$ cat src/core/rx_ctrl_pkg.sv
package rx_ctrl_pkg;

	// ****************************************
	// widths
	// ****************************************
	localparam int BYTE_W     = 8;
	localparam int ADDR_W     = 7;
	localparam int IRQ_W      = 16;
	localparam int SUBCODE_N  = 10;
	localparam int CU_BUF_N   = 24;

	// ****************************************
	// register pointer layout
	// ****************************************
	localparam int PTR_AUTO_ADVANCE_ENABLE_BIT = 7;
	localparam logic [7:0] PTR_RESET = 8'h00;
	localparam logic [6:0] ADDR_STEP = 7'h01;

	// ****************************************
	// register addresses
	// ****************************************
	localparam logic [6:0] ADDR_CONTROL_ONE      = 7'h01;
	localparam logic [6:0] ADDR_CONTROL_TWO      = 7'h02;
	localparam logic [6:0] ADDR_CLOCK_SOURCE     = 7'h04;
	localparam logic [6:0] ADDR_SERIAL_FORMAT    = 7'h06;
	localparam logic [6:0] ADDR_IRQ_STATUS_ONE   = 7'h07;
	localparam logic [6:0] ADDR_IRQ_STATUS_TWO   = 7'h08;
	localparam logic [6:0] ADDR_IRQ_MASK_ONE     = 7'h09;
	localparam logic [6:0] ADDR_IRQ_MODE_ONE_HI  = 7'h0A;
	localparam logic [6:0] ADDR_IRQ_MODE_ONE_LO  = 7'h0B;
	localparam logic [6:0] ADDR_IRQ_MASK_TWO     = 7'h0C;
	localparam logic [6:0] ADDR_IRQ_MODE_TWO_HI  = 7'h0D;
	localparam logic [6:0] ADDR_IRQ_MODE_TWO_LO  = 7'h0E;
	localparam logic [6:0] ADDR_RX_CHAN_STATUS   = 7'h0F;
	localparam logic [6:0] ADDR_RX_ERRORS        = 7'h10;
	localparam logic [6:0] ADDR_RX_ERROR_MASK    = 7'h11;
	localparam logic [6:0] ADDR_STATUS_BUF_CTRL  = 7'h12;
	localparam logic [6:0] ADDR_USER_BUF_CTRL    = 7'h13;
	localparam logic [6:0] ADDR_SUBCODE_FIRST    = 7'h14;
	localparam logic [6:0] ADDR_SUBCODE_LAST     = 7'h1D;
	localparam logic [6:0] ADDR_CLOCK_RATIO      = 7'h1E;
	localparam logic [6:0] ADDR_CU_BUF_FIRST     = 7'h20;
	localparam logic [6:0] ADDR_CU_BUF_LAST      = 7'h37;
	localparam logic [6:0] ADDR_IDENTITY         = 7'h7F;

	// ****************************************
	// write masks
	// ****************************************
	localparam logic [7:0] WMASK_CONTROL_ONE  = 8'hA6;
	localparam logic [7:0] WMASK_CONTROL_TWO  = 8'h7F;
	localparam logic [7:0] WMASK_CLOCK_SOURCE = 8'h42;
	localparam logic [7:0] FIXED_CLOCK_SOURCE = 8'h01;
	localparam logic [7:0] WMASK_SERIAL_FMT   = 8'hFF;
	localparam logic [7:0] WMASK_IRQ_ONE      = 8'h45;
	localparam logic [7:0] WMASK_IRQ_TWO      = 8'h0A;
	localparam logic [7:0] WMASK_ERROR_MASK   = 8'h7F;
	localparam logic [7:0] WMASK_STATUS_BUF   = 8'h3B;
	localparam logic [7:0] WMASK_USER_BUF     = 8'h02;
	localparam logic [7:0] REG_RESET          = 8'h00;
	localparam logic [7:0] READ_ZERO          = 8'h00;

	// identity value is arbitrary
	localparam logic [7:0] IDENTITY_VALUE     = 8'h5A;

	// ****************************************
	// field positions
	// ****************************************
	localparam int C1_SWITCH_BIT   = 7;
	localparam int C1_MUTE_BIT     = 5;
	localparam int C1_POL_LSB      = 1;
	localparam int C2_HOLD_LSB     = 5;
	localparam int C2_RATIO_BIT    = 4;
	localparam int C2_MONO_BIT     = 3;
	localparam int C2_SEL_LSB      = 0;
	localparam int CS_RUN_BIT      = 6;
	localparam int CS_SOURCE_BIT   = 1;

	localparam logic [2:0] INPUT_SEL_RESERVED = 3'h7;

	// ****************************************
	// irq modes and pin polarity
	// ****************************************
	localparam logic [1:0] MODE_RISE  = 2'h0;
	localparam logic [1:0] MODE_FALL  = 2'h1;
	localparam logic [1:0] MODE_LEVEL = 2'h2;

	localparam logic [1:0] POL_ACTIVE_HIGH = 2'h0;
	localparam logic [1:0] POL_ACTIVE_LOW  = 2'h1;
	localparam logic [1:0] POL_OPEN_DRAIN  = 2'h2;

	typedef enum logic [0:0] {ST_STOPPED, ST_RUNNING} run_state_t;

endpackage

$ cat src/core/irq_source_cell.sv
`timescale 1ns/1ps

module irq_source_cell
	import rx_ctrl_pkg::*;
(
	input  wire logic       clk,
	input  wire logic       rst,
	input  wire logic       run,
	input  wire logic       src,
	input  wire logic       mask,
	input  wire logic [1:0] mode,
	input  wire logic       rd_clear,
	output logic            status
);

	logic prev_reg;
	logic prev_next;
	logic status_reg;
	logic status_next;
	logic event_hit;

	// ****************************************
	// event detect and sticky bit
	// ****************************************
	// set wins over a read clear in the same cycle
	always_comb begin
		case (mode)
			MODE_RISE:  event_hit = src & ~prev_reg;
			MODE_FALL:  event_hit = ~src & prev_reg;
			MODE_LEVEL: event_hit = src;
			default:    event_hit = 1'b0;
		endcase
		prev_next   = run ? src : 1'b0;
		status_next = status_reg;
		if (rd_clear) begin
			status_next = (mode == MODE_LEVEL) & src;
		end
		if (event_hit) begin
			status_next = 1'b1;
		end
		status_next = status_next & mask & run;
	end

	// registers
	always_ff @(posedge clk or posedge rst) begin
		if (rst) begin
			prev_reg   <= 1'b0;
			status_reg <= 1'b0;
		end else begin
			prev_reg   <= prev_next;
			status_reg <= status_next;
		end
	end

	assign status = status_reg;

endmodule

$ cat src/core/audio_receiver_control_regs.sv
// Function
// pointer bit 7 enables auto-advance, reset 0; pointer steps after each data byte
// low seven pointer bits address the register the next data byte uses
// host must not write reserved addresses; device ignores such writes
// run bit 0 stops internal clocks and holds internal state machines reset
// register port keeps reading and writing while run bit is 0
// while stopped, channel-status and user buffer accesses have no effect
// run bit resets to 0; device idles until host sets it
// host should set run only after input clocks are stable
// recovered-clock source 0 selects PLL clock at 256 times sample rate
// recovered-clock source 1 bypasses PLL, external clock on recovered-clock pin
// mono bit 0 stereo; 1 treats subframes as consecutive mono samples
// three-bit selector picks input 0 to 6, default 0, code 7 reserved
// status bits stick until read; read clears unless level source still true
// mask 1 passes source to status and irq; mask 0 blocks, reads zero
// two-bit mode per source: rising, falling, level, reserved
// clock-switch set drives system clock onto recovered pin when PLL unlocks; code switches only while running
// irq output active high, active low, or open-drain low; default high
`timescale 1ns/1ps

module audio_receiver_control_regs
	import rx_ctrl_pkg::*;
(
	input  wire logic                              CORE_CLK,
	input  wire logic                              RST,
	input  wire logic                              PTR_WR,
	input  wire logic                              DATA_WR,
	input  wire logic                              DATA_RD,
	input  wire logic [rx_ctrl_pkg::BYTE_W-1:0]    WR_DATA,
	input  wire logic [rx_ctrl_pkg::IRQ_W-1:0]     IRQ_SOURCES,
	input  wire logic                              PLL_LOCKED,
	input  wire logic [rx_ctrl_pkg::BYTE_W-1:0]    RX_CS_DATA,
	input  wire logic [rx_ctrl_pkg::BYTE_W-1:0]    RX_ERRORS,
	input  wire logic [rx_ctrl_pkg::SUBCODE_N*8-1:0] SUBCODE_BYTES,
	input  wire logic [rx_ctrl_pkg::BYTE_W-1:0]    CLOCK_RATIO_IN,
	input  wire logic [rx_ctrl_pkg::CU_BUF_N*8-1:0] CU_BUFFER_BYTES,
	output logic      [rx_ctrl_pkg::BYTE_W-1:0]    RD_DATA,
	output logic      [rx_ctrl_pkg::BYTE_W-1:0]    POINTER,
	output logic                                   CORE_CLK_EN,
	output logic                                   CORE_RESET,
	output logic                                   PLL_BYPASS,
	output logic                                   RECOVERED_CLOCK_OUTPUT_SWITCH,
	output logic                                   MONO_MODE,
	output logic      [2:0]                        INPUT_SELECT,
	output logic                                   INPUT_SELECT_VALID,
	output logic                                   SERIAL_MUTE,
	output logic      [1:0]                        SAMPLE_HOLD,
	output logic                                   RECOVERED_CLOCK_OUTPUT_HALF_RATE,
	output logic      [rx_ctrl_pkg::BYTE_W-1:0]    SERIAL_FORMAT,
	output logic      [rx_ctrl_pkg::BYTE_W-1:0]    STATUS_BUF_CTRL,
	output logic      [rx_ctrl_pkg::BYTE_W-1:0]    USER_BUF_CTRL,
	output logic      [rx_ctrl_pkg::BYTE_W-1:0]    ERROR_MASK,
	output logic                                   CU_BUF_READ,
	output logic                                   IRQ_OUT,
	output logic                                   IRQ_OE
);

	// ****************************************
	// declarations
	// ****************************************
	logic [7:0]  ptr_reg, ptr_next;
	logic [7:0]  ctrl1_reg, ctrl1_next;
	logic [7:0]  ctrl2_reg, ctrl2_next;
	logic [7:0]  clksrc_reg, clksrc_next;
	logic [7:0]  fmt_reg, fmt_next;
	logic [7:0]  mask1_reg, mask1_next;
	logic [7:0]  mask2_reg, mask2_next;
	logic [7:0]  mhi1_reg, mhi1_next;
	logic [7:0]  mlo1_reg, mlo1_next;
	logic [7:0]  mhi2_reg, mhi2_next;
	logic [7:0]  mlo2_reg, mlo2_next;
	logic [7:0]  errmask_reg, errmask_next;
	logic [7:0]  sbuf_reg, sbuf_next;
	logic [7:0]  ubuf_reg, ubuf_next;
	logic [7:0]  rd_reg, rd_next;
	logic        cu_rd_reg, cu_rd_next;
	logic        irq_reg, irq_next;
	logic        irq_oe_reg, irq_oe_next;
	logic        swclk_reg, swclk_next;
	logic        sel_valid_reg, sel_valid_next;
	logic [2:0]  lock_sync_reg;
	logic        lock_reg, lock_next;
	run_state_t  state_reg, state_next;
	logic [6:0]  addr;
	logic        access;
	logic        run;
	logic [15:0] irq_status;
	logic [15:0] irq_mask;
	logic [15:0] mode_hi;
	logic [15:0] mode_lo;
	logic [15:0] rd_clear;
	logic [7:0]  read_value;
	logic        any_irq;
	logic [6:0]  sub_idx;
	logic [6:0]  cu_idx;

	assign addr     = ptr_reg[ADDR_W-1:0];
	assign access   = DATA_WR | DATA_RD;
	assign run      = clksrc_reg[CS_RUN_BIT];
	assign irq_mask = {mask2_reg, mask1_reg};
	assign mode_hi  = {mhi2_reg, mhi1_reg};
	assign mode_lo  = {mlo2_reg, mlo1_reg};
	assign sub_idx  = addr - ADDR_SUBCODE_FIRST;
	assign cu_idx   = addr - ADDR_CU_BUF_FIRST;

	// ****************************************
	// interrupt sources
	// ****************************************
	// one cell per status bit; a status read clears its byte
	genvar gi;
	generate
		for (gi = 0; gi < IRQ_W; gi = gi + 1) begin : g_irq
			assign rd_clear[gi] = DATA_RD & ~PTR_WR &
				(addr == ((gi < BYTE_W) ? ADDR_IRQ_STATUS_ONE : ADDR_IRQ_STATUS_TWO));
			irq_source_cell u_cell (
				.clk      (CORE_CLK),
				.rst      (RST),
				.run      (state_reg == ST_RUNNING),
				.src      (IRQ_SOURCES[gi]),
				.mask     (irq_mask[gi]),
				.mode     ({mode_hi[gi], mode_lo[gi]}),
				.rd_clear (rd_clear[gi]),
				.status   (irq_status[gi])
			);
		end
	endgenerate

	// ****************************************
	// read data selection
	// ****************************************
	always_comb begin
		read_value = READ_ZERO;
		case (addr)
			ADDR_CONTROL_ONE:     read_value = ctrl1_reg;
			ADDR_CONTROL_TWO:     read_value = ctrl2_reg;
			ADDR_CLOCK_SOURCE:    read_value = clksrc_reg | FIXED_CLOCK_SOURCE;
			ADDR_SERIAL_FORMAT:   read_value = fmt_reg;
			ADDR_IRQ_STATUS_ONE:  read_value = irq_status[7:0];
			ADDR_IRQ_STATUS_TWO:  read_value = irq_status[15:8];
			ADDR_IRQ_MASK_ONE:    read_value = mask1_reg;
			ADDR_IRQ_MODE_ONE_HI: read_value = mhi1_reg;
			ADDR_IRQ_MODE_ONE_LO: read_value = mlo1_reg;
			ADDR_IRQ_MASK_TWO:    read_value = mask2_reg;
			ADDR_IRQ_MODE_TWO_HI: read_value = mhi2_reg;
			ADDR_IRQ_MODE_TWO_LO: read_value = mlo2_reg;
			ADDR_RX_CHAN_STATUS:  read_value = RX_CS_DATA;
			ADDR_RX_ERRORS:       read_value = RX_ERRORS;
			ADDR_RX_ERROR_MASK:   read_value = errmask_reg;
			ADDR_STATUS_BUF_CTRL: read_value = sbuf_reg;
			ADDR_USER_BUF_CTRL:   read_value = ubuf_reg;
			ADDR_CLOCK_RATIO:     read_value = CLOCK_RATIO_IN;
			ADDR_IDENTITY:        read_value = IDENTITY_VALUE;
			default: begin
				if (addr >= ADDR_SUBCODE_FIRST && addr <= ADDR_SUBCODE_LAST) begin
					read_value = SUBCODE_BYTES[sub_idx*8 +: 8];
				end else if (addr >= ADDR_CU_BUF_FIRST && addr <= ADDR_CU_BUF_LAST &&
						state_reg == ST_RUNNING) begin
					read_value = CU_BUFFER_BYTES[cu_idx*8 +: 8];
				end
			end
		endcase
	end

	// ****************************************
	// pointer and register file next values
	// ****************************************
	// register port runs whatever the run bit
	always_comb begin
		ptr_next     = ptr_reg;
		ctrl1_next   = ctrl1_reg;
		ctrl2_next   = ctrl2_reg;
		clksrc_next  = clksrc_reg;
		fmt_next     = fmt_reg;
		mask1_next   = mask1_reg;
		mask2_next   = mask2_reg;
		mhi1_next    = mhi1_reg;
		mlo1_next    = mlo1_reg;
		mhi2_next    = mhi2_reg;
		mlo2_next    = mlo2_reg;
		errmask_next = errmask_reg;
		sbuf_next    = sbuf_reg;
		ubuf_next    = ubuf_reg;
		rd_next      = rd_reg;
		cu_rd_next   = 1'b0;
		if (PTR_WR) begin
			ptr_next = WR_DATA;
		end else if (access) begin
			if (DATA_WR) begin
				case (addr)
					ADDR_CONTROL_ONE:     ctrl1_next   = WR_DATA & WMASK_CONTROL_ONE;
					ADDR_CONTROL_TWO:     ctrl2_next   = WR_DATA & WMASK_CONTROL_TWO;
					ADDR_CLOCK_SOURCE:    clksrc_next  = WR_DATA & WMASK_CLOCK_SOURCE;
					ADDR_SERIAL_FORMAT:   fmt_next     = WR_DATA & WMASK_SERIAL_FMT;
					ADDR_IRQ_MASK_ONE:    mask1_next   = WR_DATA & WMASK_IRQ_ONE;
					ADDR_IRQ_MODE_ONE_HI: mhi1_next    = WR_DATA & WMASK_IRQ_ONE;
					ADDR_IRQ_MODE_ONE_LO: mlo1_next    = WR_DATA & WMASK_IRQ_ONE;
					ADDR_IRQ_MASK_TWO:    mask2_next   = WR_DATA & WMASK_IRQ_TWO;
					ADDR_IRQ_MODE_TWO_HI: mhi2_next    = WR_DATA & WMASK_IRQ_TWO;
					ADDR_IRQ_MODE_TWO_LO: mlo2_next    = WR_DATA & WMASK_IRQ_TWO;
					ADDR_RX_ERROR_MASK:   errmask_next = WR_DATA & WMASK_ERROR_MASK;
					ADDR_STATUS_BUF_CTRL: sbuf_next    = WR_DATA & WMASK_STATUS_BUF;
					ADDR_USER_BUF_CTRL:   ubuf_next    = WR_DATA & WMASK_USER_BUF;
					default:              ;
				endcase
			end else begin
				rd_next    = read_value;
				cu_rd_next = (addr >= ADDR_CU_BUF_FIRST) && (addr <= ADDR_CU_BUF_LAST) &&
					(state_reg == ST_RUNNING);
			end
			if (ptr_reg[PTR_AUTO_ADVANCE_ENABLE_BIT]) begin
				ptr_next = {ptr_reg[PTR_AUTO_ADVANCE_ENABLE_BIT], addr + ADDR_STEP};
			end
		end
	end

	// registers
	always_ff @(posedge CORE_CLK or posedge RST) begin
		if (RST) begin
			ptr_reg     <= PTR_RESET;
			ctrl1_reg   <= REG_RESET;
			ctrl2_reg   <= REG_RESET;
			clksrc_reg  <= REG_RESET;
			fmt_reg     <= REG_RESET;
			mask1_reg   <= REG_RESET;
			mask2_reg   <= REG_RESET;
			mhi1_reg    <= REG_RESET;
			mlo1_reg    <= REG_RESET;
			mhi2_reg    <= REG_RESET;
			mlo2_reg    <= REG_RESET;
			errmask_reg <= REG_RESET;
			sbuf_reg    <= REG_RESET;
			ubuf_reg    <= REG_RESET;
			rd_reg      <= REG_RESET;
			cu_rd_reg   <= 1'b0;
		end else begin
			ptr_reg     <= ptr_next;
			ctrl1_reg   <= ctrl1_next;
			ctrl2_reg   <= ctrl2_next;
			clksrc_reg  <= clksrc_next;
			fmt_reg     <= fmt_next;
			mask1_reg   <= mask1_next;
			mask2_reg   <= mask2_next;
			mhi1_reg    <= mhi1_next;
			mlo1_reg    <= mlo1_next;
			mhi2_reg    <= mhi2_next;
			mlo2_reg    <= mlo2_next;
			errmask_reg <= errmask_next;
			sbuf_reg    <= sbuf_next;
			ubuf_reg    <= ubuf_next;
			rd_reg      <= rd_next;
			cu_rd_reg   <= cu_rd_next;
		end
	end

	// ****************************************
	// run state, lock, clock switch, irq pin
	// ****************************************
	// lock changes count only when second and third stages agree
	always_comb begin
		state_next     = run ? ST_RUNNING : ST_STOPPED;
		lock_next      = (lock_sync_reg[1] == lock_sync_reg[2]) ? lock_sync_reg[2] : lock_reg;
		swclk_next     = ctrl1_reg[C1_SWITCH_BIT] & ~lock_reg & (state_reg == ST_RUNNING);
		sel_valid_next = ctrl2_reg[C2_SEL_LSB +: 3] != INPUT_SEL_RESERVED;
		any_irq        = |irq_status;
		case (ctrl1_reg[C1_POL_LSB +: 2])
			POL_ACTIVE_LOW: begin
				irq_next    = ~any_irq;
				irq_oe_next = 1'b1;
			end
			POL_OPEN_DRAIN: begin
				irq_next    = 1'b0;
				irq_oe_next = any_irq;
			end
			default: begin
				irq_next    = any_irq;
				irq_oe_next = 1'b1;
			end
		endcase
	end

	// registers
	always_ff @(posedge CORE_CLK or posedge RST) begin
		if (RST) begin
			state_reg     <= ST_STOPPED;
			lock_sync_reg <= 3'h0;
			lock_reg      <= 1'b0;
			swclk_reg     <= 1'b0;
			sel_valid_reg <= 1'b1;
			irq_reg       <= 1'b0;
			irq_oe_reg    <= 1'b1;
		end else begin
			state_reg     <= state_next;
			lock_sync_reg <= {lock_sync_reg[1:0], PLL_LOCKED};
			lock_reg      <= lock_next;
			swclk_reg     <= swclk_next;
			sel_valid_reg <= sel_valid_next;
			irq_reg       <= irq_next;
			irq_oe_reg    <= irq_oe_next;
		end
	end

	// ****************************************
	// outputs
	// ****************************************
	assign RD_DATA            = rd_reg;
	assign POINTER            = ptr_reg;
	assign CORE_CLK_EN        = state_reg == ST_RUNNING;
	assign CORE_RESET         = state_reg == ST_STOPPED;
	assign PLL_BYPASS         = clksrc_reg[CS_SOURCE_BIT];
	assign RECOVERED_CLOCK_OUTPUT_SWITCH        = swclk_reg;
	assign MONO_MODE          = ctrl2_reg[C2_MONO_BIT];
	assign INPUT_SELECT       = ctrl2_reg[C2_SEL_LSB +: 3];
	assign INPUT_SELECT_VALID = sel_valid_reg;
	assign SERIAL_MUTE        = ctrl1_reg[C1_MUTE_BIT];
	assign SAMPLE_HOLD        = ctrl2_reg[C2_HOLD_LSB +: 2];
	assign RECOVERED_CLOCK_OUTPUT_HALF_RATE     = ctrl2_reg[C2_RATIO_BIT];
	assign SERIAL_FORMAT      = fmt_reg;
	assign STATUS_BUF_CTRL    = sbuf_reg;
	assign USER_BUF_CTRL      = ubuf_reg;
	assign ERROR_MASK         = errmask_reg;
	assign CU_BUF_READ        = cu_rd_reg;
	assign IRQ_OUT            = irq_reg;
	assign IRQ_OE             = irq_oe_reg;

endmodule

$ cat config.mk
export PLATFORM = sky130hd
export DESIGN_NAME = audio_receiver_control_regs
export DESIGN_NICKNAME = d
export VERILOG_FILES = /design/src/core/rx_ctrl_pkg.sv /design/src/core/irq_source_cell.sv /design/src/core/audio_receiver_control_regs.sv
export SDC_FILE = /design/constraint.sdc
export NUM_CORES = 1
export LEC_CHECK = 0
export BUFFER_PORTS_ARGS = -buffer_cell sky130_fd_sc_hd__buf_2
export CAP_MARGIN = 10
export CELL_PAD_IN_SITES_DETAIL_PLACEMENT = 2
export CELL_PAD_IN_SITES_GLOBAL_PLACEMENT = 2
export CORE_MARGIN = 4
export CORE_UTILIZATION = 23
export DETAILED_ROUTE_END_ITERATION = 8
export GPL_TIMING_DRIVEN = 0
export PLACE_DENSITY_LB_ADDON = 0.08
export SKIP_LAST_GASP = 1
export SLEW_MARGIN = 40
export SYNTH_ARGS = -nofsm -noshare
export SYNTH_HDL_FRONTEND = slang
export SYNTH_SLANG_ARGS = --single-unit
$ cat constraint.sdc
create_clock -name CORE_CLK -period 2.8 [get_ports CORE_CLK]
set_clock_uncertainty 0.15 [all_clocks]
set_input_delay 0.14 -clock CORE_CLK [delete_from_list [all_inputs] [get_ports CORE_CLK]]
set_output_delay 0.14 -clock CORE_CLK [all_outputs]
set_load 0.05 [all_outputs]
# --- Word-level counts from Yosys, hierarchy flattened ---
# Cells that the tools add are included.
# Widths: inputs -> output; s select.
op_classes:
  add_sub_neg: 3
  magnitude_cmp: 4
  n_eq_ne: 33
  shifts: 2
  n_mux: 32
  bitwise_logic: 46
  reduce_logical: 26
op_table:
  columns: ["operator", "n"]
  rows:
  - ["$shiftx 192x11->8", 1]
  - ["$pmux 8 s19", 1]
  - ["$shiftx 80x11->8", 1]
  - ["$eq 7x4->1 const B", 8]
  - ["$reduce_and 4->1", 13]
  - ["$mux 8", 5]
  - ["$eq 7x5->1 const B", 5]
  - ["$and 1x1->1", 30]
  - ["$eq 7x3->1 const B", 3]
  - ["$mux 1", 20]
  - ["$not 1->1", 15]
  - ["$pmux 1 s3", 5]
  - ["$eq 2x1->1 const B", 6]
  - ["$eq 2x2->1 const B", 6]
  - ["$logic_not 2->1", 5]
  - ["$add 7x1->7 const B", 1]
  - ["$eq 7x1->1 const B", 1]
  - ["$eq 7x2->1 const B", 1]
  - ["$eq 7x7->1 const B", 1]
  - ["$ge 7x5->1 const B", 1]
  - ["$ge 7x6->1 const B", 1]
  - ["$le 7x5->1 const B", 1]
  - ["$le 7x6->1 const B", 1]
  - ["$sub 7x5->7 const B", 1]
  - ["10 further kinds", 13]
word_totals:
  reg_bits: 85
  in_bits: 326
  out_inout_bits: 64
  elab_cells: 180

# --- Longest topological paths before layout ---
logic_depth:
  ltp_word: 7
  mapped_depth: 12
  mapped_depth_nobuf: 8

# --- By module ---
# From an unflattened synthesis, not the netlist that was laid out.
hier_totals:
  cells_unflattened: 779
  area_unflattened_um2: 8325.5
by_module_without_submodules:
  columns: ["module", "instances", "cells_per_inst", "area_per_inst_um2", "seq_area_each_um2"]
  rows:
  - ["audio_receiver_control_regs", 1, 635, 6623.9, 1879.3]
  - ["irq_source_cell", 16, 9, 106.4, 50.0]

# --- Worst setup path after synthesis ---
# Ideal clock, no wire load.
synth_path:
  path_kind: "register to register"
  start: "reg ptr_reg[1], in the netlist POINTER[1]"
  end: "reg rd_reg[0], in the netlist RD_DATA[0]"
  setup_ns: 0.123
  arrival_ns: 3.185
  t_required_ns: 2.527
  slack_ns: -0.658
  path_stages_with_launch: 12
  n_path_buf: 3
  synth_period_minus_slack_ns: 3.458
  cell_sequence: "dfrtp_1 buf_2 buf_2 buf_2 inv_1 ha_1 or3_1 a32oi_1 nand3b_1 nor3_2 o21ai_0 o221a_2"
synth_via:
  elab_chain_cells: 6
synth_lines:
  columns: ["element", "line_no", "rtl"]
  rows:
  - ["from (decl)", "audio_receiver_control_regs.sv:61", "logic [7:0] ptr_reg, ptr_next;"]
  - ["from (signal assigned)", "audio_receiver_control_regs.sv:236", "ptr_reg <= ptr_next;"]
  - ["parallel branches: the longest is 5 deep, another holds $sub 7x6->7", null, null]
  - ["$pmux 8 s19 (*)", "audio_receiver_control_regs.sv:133", "case (addr)"]
  - ["to (signal assigned)", "audio_receiver_control_regs.sv:250", "rd_reg <= rd_next;"]
  - ["to (decl)", "audio_receiver_control_regs.sv:75", "logic [7:0] rd_reg, rd_next;"]
# Mark *: on every way between the ends.
# A chain may end at the register's enable or synchronous reset.

# --- Worst setup path in the final report ---
layout_path:
  start: "reg ptr_reg[3], in the netlist POINTER[3]"
  end: "reg rd_reg[5], in the netlist RD_DATA[5]"
# The elaborated chain is that of the path after synthesis.

==> qor.csv <==
stage,metric,value,unit
critical_path,Worst Setup Start Kind,flop,
sta,max frequency,0.3635,GHz
logic_synthesis,Cells after Synth,708,
power_and_ir_drop,sequential power share,29.0,%
final_layout,number of fillers in the final layout,3459,
floorplanning,initial core utilization,23.53,%
final_layout,"most common cell after layout, fill and taps aside",buf_2,
sta,fin crit share,98.26,%
sta,PnR worst setup slack,0.04874,ns
logic_synthesis,mapped cell area,0.007047,mm^2
critical_path,WP data required,2.86,ns
logic_synthesis,Synth cell types,73,
floorplanning,die height,183.0,um
placement,RD Place Congestion,0.8376,
status,outcome,finished clean,
power_and_ir_drop,Psw,2.215,mW
clock_network,"Clk pin slew, worst setup/hold paths",0.07,ns
power_and_ir_drop,Clock power frac,23.7,%
global_route,global-route wire length before repair,59590,um
clock_network,CTS Root Cell,clkbuf_16,
power_and_ir_drop,Switching Share,41.85,%
logic_synthesis,Syn Area/Cell,9.953,um^2
global_route,largest net degree at the start of global routing,51,
floorplanning,total core area,0.02995,mm^2
placement,DP Worst Slack,-0.7392,ns
logic_synthesis,most common flop cell mapped by yosys,dfrtp_1,
final_layout,NumNets Final,1464,
power_and_ir_drop,Pwr per Cell Area,510.4,mW/mm^2
drt,drt wl/cell,27.07,um
logic_synthesis,Adder-Cell Fraction of Synth Area,2.628,%
floorplanning,die width,183.0,um
final_layout,"commonest cells after routing, fill and taps aside","buf_2 (372), dfrtp_1 (78), mux2i_1 (77)",
clock_network,CTS Buf Count,9,
sta,Final Max Slew Viols,0,
placement,post-DP HPWL,33810,um
drt,Initial DRT Pass Iterations,7,
global_route,vias in the first global route,8713,
power_and_ir_drop,cell-internal power,3.077,mW
clock_network,buffer levels on the longest clock path,2,
critical_path,CP Capture Type,flop,
drt,Post-Route WL,41200,um
drt,initial DRC count,373,
critical_path,crit path DAT,2.82,ns
logic_synthesis,"Seq/Total Area, Yosys",30.22,%
logic_synthesis,Yosys Warn Count,0,
logic_synthesis,post-synthesis xor/xnor area fraction,0.7457,%
global_route,initial antenna violation count,5,
clock_network,H-tree Lvls,3,
power_and_ir_drop,Max IR drop VDD,0.2338,mV
worst_hold_path,Hold Path Class,input pin to flop,
drt,Antenna Violating Nets Remaining,0,
sta,"Hold Vio Cnt, Final",0,
final_layout,P&R area growth vs syn,47.14,%
floorplanning,# rows,63,
logic_synthesis,Post-Synth Simple-Gate Area,16.44,%
power_and_ir_drop,Static Leak,4.900,nW
sta,Fin Hold WS,0.008975,ns
drt,DRC viols,0,
critical_path,worst-path maximum fanout,8,
clock_network,clk sinks,85,
sta,relative slew slack,50.58,%
final_layout,share of cells above drive strength 1,52.79,%
drt,Vias/cell,5.156,
placement,port buffer count,366,
sta,Worst-Margin Slew,0.7386,ns
logic_synthesis,multiplexer share of the synthesized area,28.66,%
global_route,total global-route track usage,23.85,%
run,max-cap check violation count,0,
global_route,grt ovf,0,
sta,RSZ-0062 raised after global routing,true,
floorplanning,I/O Pins,390,
logic_synthesis,largest family of logic cells by synthesized area,multiplexers,
critical_path,CP Class,flop to flop,
sta,Final min period,2.751,ns
logic_synthesis,Post-synth ARST share,100.0,%
logic_synthesis,Synth Area in Compound Gates,15.61,%
clock_network,Skew-Pair Late Insertion Delay,0.35,ns
floorplanning,die area,0.03350,mm^2
drt,vias,7848,
power_and_ir_drop,Pwr Total,5.292,mW
sta,setup violators final,0,
power_and_ir_drop,Comb power frac,47.3,%
clock_network,CTS tree,yes,
logic_synthesis,Yosys reg bits,85,
logic_synthesis,Post-synth EDFFs,0,
## final cells by class
class                           count  area [um^2]  share of cell area, %
Inverter                           13        65.06                 0.6275
Sequential cell                    85         2136                  20.60
Timing Repair Buffer              402         2165                  20.88
Clock inverter                      5        60.06                 0.5792
Tap cell                          390        488.0                  4.706
Multi-Input combinational cell    556         4766                  45.96
Clock buffer                       11        242.7                  2.341
Buffer                             57        439.2                  4.236
Antenna cell                        3        7.507                0.07240
## cells by family (layout without fill, tap and decap cells)
logic type,after synthesis,after routing
other,1,14
flip-flops,85,85
buffers and inverters,77,488
AND/OR/NAND/NOR,216,216
XOR/XNOR,6,6
multiplexers,162,162
AO/OA/AOI/OAI,146,146
adder cells (fa/ha/maj),15,15
## critical path, stage by stage, from the launching register on
cell	delay [ns]
dfrtp_2	0.39
buf_8	0.13
clkinvlp_4	0.17
ha_4	0.23
nor4b_4	0.14
buf_4	0.15
and2_1	0.14
buf_2	0.20
a222oi_1	0.39
nor4b_4	0.42
a211oi_1	0.08
## final timing paths
path / cells past startpoint / startpoint / to / slack, ns
max: 10 / POINTER[3]$_DFFE_PP0P_ / RD_DATA[5]$_DFFE_PP0P_ / 0.05
min: 3 / WR_DATA[0] / POINTER[0]$_DFFE_PP0P_ / 0.009
max reg2reg: 10 / POINTER[3]$_DFFE_PP0P_ / RD_DATA[5]$_DFFE_PP0P_ / 0.05
min reg2reg: 0 / lock_sync_reg[0]$_DFF_PP0_ / lock_sync_reg[1]$_DFF_PP0_ / 0.19
max in group asynchronous: 4 / RST / POINTER[1]$_DFFE_PP0P_ / 1.64
min in group asynchronous: 3 / RST / STATUS_BUF_CTRL[5]$_DFFE_PP0P_ / 0.24
## metrics by stage
step | std cells | setup TNS [ns] | utilization, % | instance area (um^2)
2_1_floorplan | 718 | -0.005982 | - | 7157
3_3_place_gp | 1474 | -111.77 | 31.64 | 9477
3_5_place_dp | 1475 | -27.35 | 31.74 | 9508
4_1_cts | 1516 | 0 | 34.20 | 10240
5_1_grt | 1522 | -0.01407 | 34.62 | 10370
6_report | 1522 | 0 | 34.62 | 10370
## layer usage
metal  up-vias  part of all wire, %  wire length, um  global-route usage [%]
li1       3536                    -                -                       -
met1      4061                   46            18910                   32.66
met2       225                   49            20030                   40.30
met3        22                  4.6             1909                   4.185
met4         4                 0.80              328                   3.725
met5         -                0.066               27                       0
## cells in the mapped netlist (all sizes together), types with 6 or more instances
cell type  instances  area share [%]
nand4             13             1.2
nand3             21             1.5
nor2b             17             1.5
nor3               8            0.80
a22oi             27             2.9
mux2              58             9.3
nand3b             6            0.64
a31oi             10            0.89
dfrtp             83              29
nor3b              6            0.71
and2              15             1.3
buf               42             3.8
inv               12            0.64
o21ai             21             1.7
mux4              26             8.3
nor2              26             1.5
a21oi             16             1.1
a221oi             6            0.75
clkbuf            22             1.2
a32oi              9             1.1
nand2             77             4.1
a222oi             9             1.3
ha                14             2.5
o32ai              7            0.87
mux2i             78              11
xnor2              6            0.75
## power groups by stage
stage | Clock (mW) | Sequential (mW) | Combinational (mW)
after CTS | 1.28 | 1.54 | 2.47
after global placement | 0 | 1.56 | 2.30
after floorplan | 0 | 1.90 | 1.10
after global routing | 1.36 | 1.56 | 2.67
final | 1.25 | 1.53 | 2.50
after detailed placement | 0 | 1.57 | 2.33
## what timing repair did
action | CTS | global route
gates resized for setup | 58 | 24
hold buffers | 12 | 0
endpoints found under the setup margin | 48 | 8
setup buffers | 19 | 4
endpoints found under the hold margin | 71 | 0
pin swaps | 8 | 17
(Power assumes the default switching activity.)
